`config.mk`:
```
export PLATFORM = sky130hd
export DESIGN_NAME = vcr_responder
export DESIGN_NICKNAME = d
export VERILOG_FILES = /design/src/rtl/vcr_pkg.sv /design/src/rtl/vcr_ahb_slave.sv /design/src/rtl/vcr_responder.sv
export SDC_FILE = /design/constraint.sdc
export NUM_CORES = 2
export LEC_CHECK = 0
export BUFFER_PORTS_ARGS = -buffer_cell sky130_fd_sc_hd__buf_2
export CAP_MARGIN = 25
export CORE_ASPECT_RATIO = 2
export CORE_MARGIN = 2
export CORE_UTILIZATION = 55
export CTS_BUF_LIST = sky130_fd_sc_hd__clkbuf_8
export DETAILED_ROUTE_END_ITERATION = 10
export PLACE_DENSITY = 0.73
export SLEW_MARGIN = 25
export SYNTH_ARGS = -nofsm -noshare
export SYNTH_HDL_FRONTEND = slang
export SYNTH_SLANG_ARGS = --single-unit
```
`constraint.sdc`:
```
create_clock -name hclk -period 4.8 [get_ports hclk]
set_input_delay 0.72 -clock hclk [delete_from_list [all_inputs] [get_ports hclk]]
set_output_delay 0.72 -clock hclk [all_outputs]
set_load 0.02 [all_outputs]
```
`src/rtl/vcr_pkg.sv`:
```
// Constants for the version and capability responder.
// Assumes a 32-bit AHB-Lite register bus and one core clock.
package vcr_pkg;
   // Register byte offsets
   localparam logic [7:0] CTRL_OFF = 8'h00;
   localparam logic [7:0] STATUS_OFF = 8'h04;
   localparam logic [7:0] VERSION_OFF = 8'h08;
   localparam logic [7:0] SECOND_ALPHA_CHAR_OFF = 8'h0C;
   localparam logic [7:0] NAME0_OFF = 8'h10;
   localparam logic [7:0] NAME1_OFF = 8'h14;
   localparam logic [7:0] NAME2_OFF = 8'h18;
   localparam logic [7:0] NAME_LEN_OFF = 8'h1C;
   localparam logic [7:0] FW_VER_OFF = 8'h20;
   localparam logic [7:0] MFR_OFF = 8'h24;
   localparam logic [7:0] PF_INDEX_OFF = 8'h28;
   localparam logic [7:0] PF_ID_HI_OFF = 8'h2C;
   localparam logic [7:0] PF_ID_LO_OFF = 8'h30;
   localparam logic [7:0] PF_ENABLE_OFF = 8'h34;
   localparam logic [7:0] CAP_FLAGS_OFF = 8'h38;
   localparam logic [7:0] BCAST_CAP_OFF = 8'h3C;
   localparam logic [7:0] MCAST_CAP_OFF = 8'h40;
   localparam logic [7:0] BUF_CAP_OFF = 8'h44;
   localparam logic [7:0] ALERT_CAP_OFF = 8'h48;
   localparam logic [7:0] FCOUNT_OFF = 8'h4C;
   localparam logic [7:0] VLAN_CHAN_OFF = 8'h50;
   // Control fields
   localparam int CTRL_ENABLE = 0;
   localparam int CTRL_HOST_BUS = 1;
   localparam int CTRL_MFR_UNUSED = 2;
   localparam int CTRL_UPDATE_ABSENT = 3;
   localparam logic [3:0] CTRL_RST = 4'hD;
   // Command and response codes
   localparam logic [7:0] VER_CMD = 8'h15;
   localparam logic [7:0] CAP_CMD = 8'h16;
   localparam logic [7:0] VER_RESP = 8'h95;
   localparam logic [7:0] CAP_RESP = 8'h96;
   localparam logic [15:0] GENERIC_OK = 16'h0000;
   // Payload lengths from byte 16 up to the checksum
   localparam logic [5:0] VER_LEN = 6'h28;
   localparam logic [5:0] CAP_LEN = 6'h20;
   // Encoding constants
   localparam logic [3:0] NIBBLE_IGNORE = 4'hF;
   localparam logic [7:0] FIELD_ABSENT = 8'hFF;
   localparam logic [6:0] BCD_MAX = 7'h63;
   localparam logic [31:0] MFR_NONE = 32'hFFFFFFFF;
   localparam logic [31:0] CAP_FLAGS_MASK = 32'h0000007F;
   localparam logic [7:0] VLAN_MODE_MASK = 8'h07;
   localparam logic [7:0] VLAN_ONLY = 8'h01;
   localparam logic [7:0] VLAN_MAX = 8'h0F;
   localparam logic [9:0] FILTER_MAX = 10'h008;
   localparam logic [7:0] UCAST_FALLBACK = 8'h01;
   localparam logic [3:0] NAME_FULL = 4'hC;
endpackage

```
`src/rtl/vcr_ahb_slave.sv`:
```
// AHB-Lite slave front end for the responder registers.
// Assumes single word transfers; writes take one data cycle, reads two.
module vcr_ahb_slave (
   input wire logic hclk,
   input wire logic hresetn,
   input wire logic hsel,
   input wire logic [31:0] haddr,
   input wire logic [1:0] htrans,
   input wire logic hwrite,
   input wire logic hready,
   output logic hreadyout,
   output logic [31:0] hrdata,
   output logic hresp,
   output logic wr_en,
   output logic [7:0] reg_addr,
   input wire logic [31:0] rd_data
);
   typedef struct packed {
      logic hreadyout;
      logic [31:0] hrdata;
      logic hresp;
      logic wr;
      logic rd;
      logic hit;
      logic [7:0] addr;
   } vcr_ahb_s;

   vcr_ahb_s s;
   vcr_ahb_s next_s;

   always_comb begin
      next_s = s;
      next_s.wr = 1'b0;
      next_s.hresp = 1'b0;
      if (s.rd) begin
         // Unmapped reads answer zero
         next_s.hrdata = s.hit ? rd_data : 32'h00000000;
         next_s.hreadyout = 1'b1;
         next_s.rd = 1'b0;
      end
      if (hready && hsel && htrans[1]) begin
         next_s.addr = haddr[7:0];
         next_s.hit = (haddr[31:8] == 24'h000000) && (haddr[1:0] == 2'h0);
         next_s.wr = hwrite;
         if (!hwrite) begin
            next_s.rd = 1'b1;
            next_s.hreadyout = 1'b0;
         end
      end
   end

   always_ff @(posedge hclk or negedge hresetn) begin
      if (!hresetn) begin
         s <= '0;
         s.hreadyout <= 1'b1;
      end else begin
         s <= next_s;
      end
   end

   assign hreadyout = s.hreadyout;
   assign hrdata = s.hrdata;
   assign hresp = s.hresp;
   assign wr_en = s.wr && s.hit;
   assign reg_addr = s.addr;
endmodule

```
`src/rtl/vcr_responder.sv`:
```
// Builds version and capability query responses as a byte stream.
// Assumes header and checksum are added downstream; AHB-Lite registers.
// Behaviour
// Answer version query with type 0x95
// Version bytes 20-23, second alpha at 27
// Name bytes 28-39, firmware version 40-43
// Host ids 44-51, maker 52-55, checksum 56-59
// Report identifiers of lowest enabled function
// Version bytes are packed two-digit BCD
// Alpha bytes Latin-1, first filled first
// Single digit gets upper nibble 0xF
// Update 0xFF means absent; never major/minor
// Name left-justified, first char most significant
// Short name ends with 0x00 terminator
// Firmware version is one 32-bit field
// No shared host bus gives zero ids
// Partitions use lowest assigned function ids
// Maker number 32-bit, all ones unused
// Capability query is header, checksum, padding
// Answer capability query with type 0x96
// Capability words at bytes 20 through 39
// Filter counts 40-43, VLAN modes 44-47
// Only generic reason codes returned
// Capability flag bits 0 to 6 defined
// At most 8 filters, one unicast
// VLAN filter count at most 15
// Multi-byte fields sent most significant first
//
// Added by the designer: the register addresses and the AHB-Lite slave port.
module vcr_responder #(
   parameter int FUNCS = 8
) (
   input wire logic hclk,
   input wire logic hresetn,
   input wire logic hsel,
   input wire logic [31:0] haddr,
   input wire logic [1:0] htrans,
   input wire logic hwrite,
   input wire logic [2:0] hsize,
   input wire logic [31:0] hwdata,
   input wire logic hready,
   output logic hreadyout,
   output logic [31:0] hrdata,
   output logic hresp,
   input wire logic cmd_valid,
   input wire logic [7:0] cmd_code,
   input wire logic cmd_error,
   output logic cmd_ready,
   input wire logic resp_ready,
   output logic resp_valid,
   output logic [7:0] resp_data,
   output logic resp_last,
   output logic [7:0] resp_type
);
   typedef enum logic {VCR_IDLE = 1'b0, VCR_SEND = 1'b1} vcr_state_e;

   typedef struct packed {
      vcr_state_e fsm;
      logic [319:0] shreg;
      logic [5:0] left;
      logic resp_valid;
      logic resp_last;
      logic [7:0] resp_type;
      logic cmd_ready;
      logic [3:0] ctrl;
      logic [31:0] version;
      logic [7:0] second_alpha_char;
      logic [95:0] name;
      logic [3:0] name_len;
      logic [31:0] fw_ver;
      logic [31:0] mfr;
      logic [2:0] pf_index;
      logic [FUNCS-1:0] pf_enable;
      logic [FUNCS-1:0][63:0] pf_id;
      logic [31:0] cap_flags;
      logic [31:0] bcast_cap;
      logic [31:0] mcast_cap;
      logic [31:0] buf_cap;
      logic [31:0] alert_cap;
      logic [31:0] fcount;
      logic [15:0] vlan_chan;
      logic [7:0] ver_cnt;
      logic [7:0] cap_cnt;
   } vcr_st_s;

   vcr_st_s s;
   vcr_st_s next_s;
   logic wr_en;
   logic [7:0] reg_addr;
   logic [31:0] rd_data;

   // Two-digit BCD with ignored upper nibble for one digit
   function automatic logic [7:0] vcr_bcd(input logic [6:0] v);
      logic [6:0] c;
      logic [3:0] tens;
      logic [3:0] ones;
      c = (v > vcr_pkg::BCD_MAX) ? vcr_pkg::BCD_MAX : v;
      tens = 4'(c / 7'd10);
      ones = 4'(c % 7'd10);
      vcr_bcd = (tens == 4'h0) ? {vcr_pkg::NIBBLE_IGNORE, ones} : {tens, ones};
   endfunction

   // Lowest enabled function, function 0 when none is enabled
   function automatic logic [2:0] vcr_lowest(input logic [FUNCS-1:0] m);
      vcr_lowest = 3'h0;
      for (int i = FUNCS - 1; i >= 0; i--) begin
         if (m[i]) begin
            vcr_lowest = 3'(i);
         end
      end
   endfunction

   vcr_ahb_slave u_slave (
      .hclk(hclk),
      .hresetn(hresetn),
      .hsel(hsel),
      .haddr(haddr),
      .htrans(htrans),
      .hwrite(hwrite),
      .hready(hready),
      .hreadyout(hreadyout),
      .hrdata(hrdata),
      .hresp(hresp),
      .wr_en(wr_en),
      .reg_addr(reg_addr),
      .rd_data(rd_data)
   );

   // Response images
   logic [7:0] ver_major;
   logic [7:0] ver_minor;
   logic [7:0] ver_update;
   logic [7:0] alpha_a;
   logic [7:0] alpha_b;
   logic [95:0] name_out;
   logic [63:0] ids;
   logic [31:0] mfr_out;
   logic [9:0] fsum;
   logic fault;
   logic [31:0] counts;
   logic [7:0] vlan_mode;
   logic [319:0] ver_img;
   logic [319:0] cap_img;

   always_comb begin
      ver_major = vcr_bcd(s.version[6:0]);
      ver_minor = vcr_bcd(s.version[14:8]);
      ver_update = s.ctrl[vcr_pkg::CTRL_UPDATE_ABSENT] ? vcr_pkg::FIELD_ABSENT
                   : vcr_bcd(s.version[22:16]);
      // Second alpha moves up when the first is empty
      alpha_a = (s.version[31:24] != 8'h00) ? s.version[31:24] : s.second_alpha_char;
      alpha_b = (s.version[31:24] != 8'h00) ? s.second_alpha_char : 8'h00;
      for (int k = 0; k < 12; k++) begin
         // First character in the top byte, zero from the length on
         name_out[95 - 8*k -: 8] = (4'(k) < s.name_len) ? s.name[95 - 8*k -: 8]
                                   : 8'h00;
      end
      ids = s.ctrl[vcr_pkg::CTRL_HOST_BUS] ? s.pf_id[vcr_lowest(s.pf_enable)]
            : 64'h0;
      mfr_out = s.ctrl[vcr_pkg::CTRL_MFR_UNUSED] ? vcr_pkg::MFR_NONE : s.mfr;
      fsum = 10'(s.fcount[23:16]) + 10'(s.fcount[15:8]) + 10'(s.fcount[7:0]);
      fault = (fsum > vcr_pkg::FILTER_MAX)
              || ((s.fcount[23:16] == 8'h00) && (s.fcount[7:0] == 8'h00));
      counts[31:24] = (s.fcount[31:24] > vcr_pkg::VLAN_MAX) ? vcr_pkg::VLAN_MAX
                      : s.fcount[31:24];
      counts[23:0] = fault ? {16'h0000, vcr_pkg::UCAST_FALLBACK} : s.fcount[23:0];
      vlan_mode = (s.vlan_chan[15:8] & vcr_pkg::VLAN_MODE_MASK) | vcr_pkg::VLAN_ONLY;
      // Bytes 16 upward, most significant first
      ver_img = {vcr_pkg::GENERIC_OK, vcr_pkg::GENERIC_OK,
                 ver_major, ver_minor, ver_update, alpha_a,
                 24'h000000, alpha_b,
                 name_out, s.fw_ver,
                 ids, mfr_out};
      cap_img = {vcr_pkg::GENERIC_OK, vcr_pkg::GENERIC_OK,
                 s.cap_flags & vcr_pkg::CAP_FLAGS_MASK,
                 s.bcast_cap, s.mcast_cap, s.buf_cap, s.alert_cap,
                 counts, 16'h0000, vlan_mode, s.vlan_chan[7:0],
                 64'h0};
   end

   // Register reads
   always_comb begin
      case (reg_addr)
         vcr_pkg::CTRL_OFF: rd_data = {28'h0, s.ctrl};
         vcr_pkg::STATUS_OFF: rd_data = {8'h00, s.cap_cnt, s.ver_cnt, 6'h00, fault,
                                         s.fsm == VCR_SEND};
         vcr_pkg::VERSION_OFF: rd_data = s.version;
         vcr_pkg::SECOND_ALPHA_CHAR_OFF: rd_data = {24'h0, s.second_alpha_char};
         vcr_pkg::NAME0_OFF: rd_data = s.name[95:64];
         vcr_pkg::NAME1_OFF: rd_data = s.name[63:32];
         vcr_pkg::NAME2_OFF: rd_data = s.name[31:0];
         vcr_pkg::NAME_LEN_OFF: rd_data = {28'h0, s.name_len};
         vcr_pkg::FW_VER_OFF: rd_data = s.fw_ver;
         vcr_pkg::MFR_OFF: rd_data = s.mfr;
         vcr_pkg::PF_INDEX_OFF: rd_data = {29'h0, s.pf_index};
         vcr_pkg::PF_ID_HI_OFF: rd_data = s.pf_id[s.pf_index][63:32];
         vcr_pkg::PF_ID_LO_OFF: rd_data = s.pf_id[s.pf_index][31:0];
         vcr_pkg::PF_ENABLE_OFF: rd_data = 32'(s.pf_enable);
         vcr_pkg::CAP_FLAGS_OFF: rd_data = s.cap_flags;
         vcr_pkg::BCAST_CAP_OFF: rd_data = s.bcast_cap;
         vcr_pkg::MCAST_CAP_OFF: rd_data = s.mcast_cap;
         vcr_pkg::BUF_CAP_OFF: rd_data = s.buf_cap;
         vcr_pkg::ALERT_CAP_OFF: rd_data = s.alert_cap;
         vcr_pkg::FCOUNT_OFF: rd_data = s.fcount;
         vcr_pkg::VLAN_CHAN_OFF: rd_data = {16'h0000, s.vlan_chan};
         default: rd_data = 32'h00000000;
      endcase
   end

   always_comb begin
      next_s = s;
      // Register writes
      if (wr_en) begin
         case (reg_addr)
            vcr_pkg::CTRL_OFF: next_s.ctrl = hwdata[3:0];
            vcr_pkg::VERSION_OFF: next_s.version = hwdata;
            vcr_pkg::SECOND_ALPHA_CHAR_OFF: next_s.second_alpha_char = hwdata[7:0];
            vcr_pkg::NAME0_OFF: next_s.name[95:64] = hwdata;
            vcr_pkg::NAME1_OFF: next_s.name[63:32] = hwdata;
            vcr_pkg::NAME2_OFF: next_s.name[31:0] = hwdata;
            vcr_pkg::NAME_LEN_OFF: next_s.name_len = (hwdata[3:0] > vcr_pkg::NAME_FULL)
                                                     ? vcr_pkg::NAME_FULL : hwdata[3:0];
            vcr_pkg::FW_VER_OFF: next_s.fw_ver = hwdata;
            vcr_pkg::MFR_OFF: next_s.mfr = hwdata;
            vcr_pkg::PF_INDEX_OFF: next_s.pf_index = hwdata[2:0];
            vcr_pkg::PF_ID_HI_OFF: next_s.pf_id[s.pf_index][63:32] = hwdata;
            vcr_pkg::PF_ID_LO_OFF: next_s.pf_id[s.pf_index][31:0] = hwdata;
            vcr_pkg::PF_ENABLE_OFF: next_s.pf_enable = hwdata[FUNCS-1:0];
            vcr_pkg::CAP_FLAGS_OFF: next_s.cap_flags = hwdata;
            vcr_pkg::BCAST_CAP_OFF: next_s.bcast_cap = hwdata;
            vcr_pkg::MCAST_CAP_OFF: next_s.mcast_cap = hwdata;
            vcr_pkg::BUF_CAP_OFF: next_s.buf_cap = hwdata;
            vcr_pkg::ALERT_CAP_OFF: next_s.alert_cap = hwdata;
            vcr_pkg::FCOUNT_OFF: next_s.fcount = hwdata;
            vcr_pkg::VLAN_CHAN_OFF: next_s.vlan_chan = hwdata[15:0];
            default: next_s.ctrl = s.ctrl;
         endcase
      end
      // Response sequencer
      case (s.fsm)
         VCR_IDLE: begin
            if (cmd_valid && !cmd_error && s.ctrl[vcr_pkg::CTRL_ENABLE]) begin
               if (cmd_code == vcr_pkg::VER_CMD) begin
                  next_s.shreg = ver_img;
                  next_s.left = vcr_pkg::VER_LEN;
                  next_s.resp_type = vcr_pkg::VER_RESP;
                  next_s.ver_cnt = s.ver_cnt + 8'h01;
                  next_s.resp_valid = 1'b1;
                  next_s.fsm = VCR_SEND;
               end else if (cmd_code == vcr_pkg::CAP_CMD) begin
                  next_s.shreg = cap_img;
                  next_s.left = vcr_pkg::CAP_LEN;
                  next_s.resp_type = vcr_pkg::CAP_RESP;
                  next_s.cap_cnt = s.cap_cnt + 8'h01;
                  next_s.resp_valid = 1'b1;
                  next_s.fsm = VCR_SEND;
               end
            end
         end
         VCR_SEND: begin
            if (resp_ready) begin
               if (s.left == 6'h01) begin
                  next_s.resp_valid = 1'b0;
                  next_s.resp_last = 1'b0;
                  next_s.fsm = VCR_IDLE;
               end else begin
                  next_s.shreg = {s.shreg[311:0], 8'h00};
                  next_s.left = s.left - 6'h01;
                  next_s.resp_last = (s.left == 6'h02);
               end
            end
         end
         default: next_s.fsm = VCR_IDLE;
      endcase
      next_s.cmd_ready = (next_s.fsm == VCR_IDLE);
   end

   always_ff @(posedge hclk or negedge hresetn) begin
      if (!hresetn) begin
         s <= '0;
         s.ctrl <= vcr_pkg::CTRL_RST;
         s.cmd_ready <= 1'b1;
      end else begin
         s <= next_s;
      end
   end

   assign cmd_ready = s.cmd_ready;
   assign resp_valid = s.resp_valid;
   assign resp_data = s.shreg[319:312];
   assign resp_last = s.resp_last;
   assign resp_type = s.resp_type;
endmodule

```
; Word-level counts from Yosys, hierarchy flattened
; Cells that the tools add are included.
[op_classes]
addsub = 5
div = 6
n_lt_le_gt_ge = 21
eq_ne = 29
muxes = 63
n_bitwise = 3
reduce_logical = 46
[ops]
columns = cell, n
row1 = 512-bit bitwise mux, 2
row2 = 512-bit one-hot mux with 2 select lines, 1
row3 = 328-bit 2-to-1 mux, 3
row4 = 32-bit one-hot mux with 21 select lines, 1
row5 = 328-bit one-hot mux with 2 select lines, 1
row6 = 64-bit binary-select mux with 3-bit select, 2
row7 = 64-bit demux with 3-bit select, 2
row8 = 329-bit 2-to-1 mux, 1
row9 = 326-bit 2-to-1 mux, 1
row10 = 64-bit 2-to-1 mux, 4
row11 = 8-bit 2-to-1 mux, 21
row12 = 32-bit 2-to-1 mux, 3
row13 = 8-bit by 6-bit == test with 1-bit output (second input constant), 8
row14 = 8-bit by 5-bit == test with 1-bit output (second input constant), 6
row15 = 8-bit by 7-bit == test with 1-bit output (second input constant), 5
row16 = 2-bit AND reduction, 20
row17 = 33-bit 2-to-1 mux, 1
row18 = 24-bit logical NOT, 1
row19 = 8-bit logical NOT, 3
row20 = 24-bit 2-to-1 mux, 1
row21 = 3-bit 2-to-1 mux, 8
row22 = 7-bit by 4-bit divider with 7-bit output (second input constant), 3
row23 = 7-bit > comparator (second input constant), 3
row24 = 7-bit by 4-bit remainder unit with 7-bit output (second input constant), 3
row25 = 34 further kinds, 69
[word_totals]
regBits = 1337
inputBits = 85
word_cells = 214

; Depth between registers and ports, before layout
[depth]
word_depth = 15
depth_mapped = 22
depth_no_buf = 21

; Hierarchy
; From an unflattened synthesis, not the netlist that was laid out.
[hier_totals]
cells_unflattened = 5630
hier_area_um2 = 64729.6
[modules_own_cells]
columns = module, instances, cells_per_inst, area_each_um2
row1 = vcr_responder, 1, 5410, 62598.8
row2 = vcr_ahb_slave, 1, 220, 2130.8

; Least setup slack after synthesis
; No wires, ideal clock.
[synth_path]
path_type = reg2reg
start = reg s[933] (netlist name)
end = reg s[1246] (netlist name)
setup_ns = 0.083
arrival_time_ns = 4.227
slack_ns = 0.491
stages_incl_launch_ff = 20
path_buffers = 1
period_less_slack_ns = 4.309
cell_sequence = dfrtp_1 -> nand2_1 -> and2_1 -> ha_1 -> buf_2 -> a311o_1 -> ha_1 -> or2_4 -> a21oi_1 -> nor3_1 -> o31ai_2 -> a211o_1 -> nand2_1 -> xnor2_1 -> ha_1 -> nand2_1 -> or3_4 -> a311oi_4 -> mux2_4 -> o22ai_1
[synth_between]
elab_chain_len = 7
[synth_rtl]
columns = item, line
row1 = "start, declared", vcr_responder.sv:86  ; vcr_st_s s;
row2 = "start signal, assigned", vcr_responder.sv:284  ; s <= next_s;
row3 = 7-bit > comparator, vcr_responder.sv:97  ; c = (v > vcr_pkg::BCD_MAX) ? vcr_pkg::BCD_MAX : v;
row4 = 7-bit 2-to-1 mux *, vcr_responder.sv:97
row5 = 7-bit by 4-bit remainder unit with 7-bit output *, vcr_responder.sv:99  ; ones = 4'(c % 7'd10);
row6 = 8-bit 2-to-1 mux *, vcr_responder.sv:100  ; vcr_bcd = (tens == 4'h0) ? {vcr_pkg::NIBBLE_IGNORE, ones} : {tens, ones};
row7 = 328-bit 2-to-1 mux *, vcr_responder.sv:243  ; if (cmd_code == vcr_pkg::VER_CMD) begin
row8 = 328-bit 2-to-1 mux *, vcr_responder.sv:242  ; if (cmd_valid && !cmd_error && s.ctrl[vcr_pkg::CTRL_ENABLE]) begin
row9 = 328-bit one-hot mux with 2 select lines *, vcr_responder.sv:240  ; case (s.fsm)
; Mark *: on every way between the ends. The rest lies on a longest branch, timed or not. The select of a mux whose other input is x is not followed.
; A chain may end at the register's enable or synchronous reset.

; Worst setup path after layout
[layout_path]
start = reg s[923] (netlist name)
end = reg s[1253] (netlist name)
; The elaborated chain is that of the path after synthesis.

==> impl_metrics.csv <==
group,metric,value,unit
placed_design,hpwl,164000,um
finish,nNetsFinal,5485,
synth,ys_top_cells_by_area,"dfrtp_1 52%, mux2_2 17%, mux4_2 4.5%, a22oi_1 4.1%, nand2_1 1.9%",
detailed_routing,drt-initial-drc-count,7023,
grt,grt_usage,42.7,%
synth,synth-async-reset-ratio,100,%
clock_tree,path_clk_slew,80,ps
detailed_routing,wl_per_cell,35.7,um
timing,finalMaxSlewViolations,0,
finish,final_util,61.1,%
pwr,ir_worst_vdd,0.000289,V
timing,period_needed,4540,ps
critical_path,crit_path_max_fanout,12,
pwr,clockPowerShare,35.1,%
detailed_routing,firstDrtPassIters,11,
synth,syn_inst,5382,
die,rows,177,
critical_path,cp.required,5600,ps
pwr,pwr-share-comb,12.6,%
detailed_routing,routed_via_density,7.28,
die,fp.dieW,246,um
run_status,outcome,"finished, final reports clean",
placed_design,gp_congestion,1.07,
pwr,pwr-share-seq,52.3,%
placed_design,pre_cts_ws,87.5,ps
critical_path,cp.arrival,5340,ps
critical_path,worst-path-buf-inv,3,
clock_tree,clock_latency,950,ps
synth,yosysWarningCount,0,
placed_design,port_buffers,129,
timing,grt_setup_unrepaired,"false",
grt,grt.overflow.total,0,
pwr,switchingPower,7680,uW
grt,grt_pass1_vias,50670,
critical_path,startpoint_type,"register",
timing,fin_crit_sh,94.5,%
clock_tree,numCtsBuffers,184,
timing,finalSetupViolCount,0,
critical_path,critical-path-top-delay-family,"compound AO/OA/AOI/OAI gates",
timing,hold_ws,31.6,ps
synth,synth_commonest_cells,"1327 x dfrtp_1, 942 x mux2_2, 348 x a22oi_1",
die,fp.dieH,487,um
clock_tree,cts_tree,"done",
clock_tree,htree_levels,4,
detailed_routing,num_vias,51363,
synth,ys_seq_area_share,51.9,%
critical_path,crit_chain,"inv_1 -> a21oi_1 -> ha_1 -> nand4b_1 -> o221a_2 -> inv_1 -> ha_2 -> xnor2_1 -> nor2_1 -> a2111oi_1 -> a311oi_2 -> a21oi_2 -> xor2_1 -> inv_1 -> ha_1 -> or3_1 -> o31a_1 -> o211ai_1 -> xor2_1 -> o21ai_0",
die,io_pins,138,
pwr,p_leak,0.0300,uW
grt,grt_pass1_wl,362000,um
clock_tree,clock_path_buffers,3,
timing,worst_pin_slew,1300,ps
timing,fin_worst_skew,32.4,ps
synth,synth.distinct_cells,94,
synth,synth_area,64300,um2
synth,synth.most_common_cell,"dfrtp_1",
clock_tree,cts_sinks,1332,
grt,use_met3,13.3,%
synth,synth_edf_count,0,
grt,grt_max_degree,136,
grt,antenna_found_initial,35,
timing,fin_setup_tns,0,ps
die,core,116000,um2
critical_path,end_kind,"register",
die,die_area,120000,um2
synth,avgSynthCellArea,11.9,um2
die,start_util,55.4,%
critical_path,crit_type,"reg -> reg",
clock_tree,cts_root_buf,"clkbuf_8",
timing,slew_headroom,12.5,%
finish,area_growth,10.3,%
detailed_routing,drcViolationCount,0,
timing,fmax,220,MHz
pwr,cellPowerDensity,368,nW/um2
timing,hold_viol_final,0,
timing,setup_slack,263,ps
grt,met1_usage,44.6,%
grt,use_met2,65.6,%
critical_path,r2r_slack,260,ps
synth,synth-seq-cells,1332,
pwr,swShare,29.5,%
critical_path,crit_top_cell,"inv_1",
job,drv_cap,0,
synth,yosysTopAreaCell,"dfrtp_1",
detailed_routing,ant_nets,0,
grt,grt-busiest-layer,"met2",
detailed_routing,wl,252000,um
finish,fillCellCount,9246,
worst_hold_path,hold_path.class,"in -> reg",
synth,synth_top_area_share,51.7,%
critical_path,cp_slowest_cell,"dfrtp_2",
critical_path,cp_slowest_stage_delay,490,ps
pwr,p_int,18400,uW
finish,layout-drive-gt1-share,32.6,%
synth,ys.flop_type,"dfrtp_1",
-- per-stage QoR --
stage	power (uW)	cells	instance area (um2)
after floorplan	15300	5385	64300
after global placement	16700	6685	66700
after detailed placement	16900	6686	66800
after CTS	25800	7024	70600
after global routing	26900	7040	70800
final	26100	7059	70900
-- cells by family after synthesis --
logic type	synth area share, %
compound gates	14.2
xor+xnor	0.341
fa+ha+maj	0.689
buf+inv	3.93
flops	51.9
mux	22.2
other cells	0.00583
simple gates	6.85
-- path summary, 6_finish.rpt --
| path | startpoint | endpoint | depth (start not counted) |
|---|---|---|---|
| worst max-delay path | s[923] | s[1253] | 20 |
| min in group asynchronous | hresetn | s[952] | 2 |
| max in group asynchronous | hresetn | s[604] | 3 |
| worst min register to register | s[1276] | resp_data[0] | 2 |
| worst max register to register | s[923] | s[1253] | 20 |
| worst min-delay path | haddr[0] | u_slave.reg_addr[0] | 2 |
-- sequential cells by signal, summed over array words and instances (netlist names) --
| name | flops |
|---|---|
| resp_data | 8 |
| u_slave.hreadyout | 1 |
| resp_type | 3 |
| u_slave.s | 3 |
| u_slave.hrdata | 32 |
| resp_last | 1 |
| cap_img | 145 |
| cmd_ready | 1 |
| u_slave.reg_addr | 8 |
| resp_valid | 1 |
| s | 1129 |
-- metal layers --
| layer | wire length (um) | share of wire (%) |
|---|---|---|
| met1 | 76200 | 30 |
| met4 | 34800 | 14 |
| met2 | 115000 | 46 |
| met3 | 26300 | 10 |
| met5 | 125 | 0.050 |
-- power groups by stage --
stage / registers (uW) / clock network, uW / logic, uW
6_report: 13600 / 9150 / 3300
3_3_place_gp: 13600 / 0 / 3090
3_5_place_dp: 13700 / 0 / 3190
4_1_cts: 13500 / 9150 / 3210
2_1_floorplan: 13100 / 0 / 2140
5_1_grt: 13700 / 9640 / 3560
-- worst reg2reg max path, delay by kind of cell, from the launching register on --
kind                     cells  cell delay, ps
AO/OA/AOI/OAI                8            1560
adder cells (fa/ha/maj)      3             870
XOR/XNOR                     3             620
AND/OR/NAND/NOR              3             580
flip-flops                   1             490
buffers and inverters        3             330
-- layout make-up --
| class | instances | area [um2] | area share (%) |
|---|---|---|---|
| Sequential cell | 1332 | 33300 | 47.1 |
| Tap cell | 1521 | 1900 | 2.69 |
| Clock inverter | 95 | 541 | 0.763 |
| Multi-Input combinational cell | 3441 | 28800 | 40.6 |
| Antenna cell | 24 | 60.1 | 0.0848 |
| Clock buffer | 235 | 3230 | 4.56 |
| Inverter | 62 | 233 | 0.328 |
| Timing Repair Buffer | 349 | 2790 | 3.93 |
-- layout by cell type, fill, tap and decap left out, types with 63 or more instances in the layout --
master       n
a21oi_1    221
a221oi_1   126
a222oi_1    63
a22o_1     104
a22oi_1    346
a31oi_1     81
buf_2      132
buf_4      167
clkbuf_8   235
dfrtp_1   1325
inv_1      118
mux2_2     942
mux4_2     128
nand2_1    294
nand3_1    118
nor2_1     285
o21ai_0    136
o22ai_1     74
-- what timing repair did --
| action | 4_1_cts | 5_1_grt |
|---|---|---|
| gates resized for setup | 0 | 7 |
| buffers inserted | 0 | 2 |
| endpoints found under the setup margin | 0 | 16 |
| hold endpoints to repair | 96 | 0 |
| hold buffers | 8 | 0 |
Note: power is estimated with default switching activity, not from simulation.
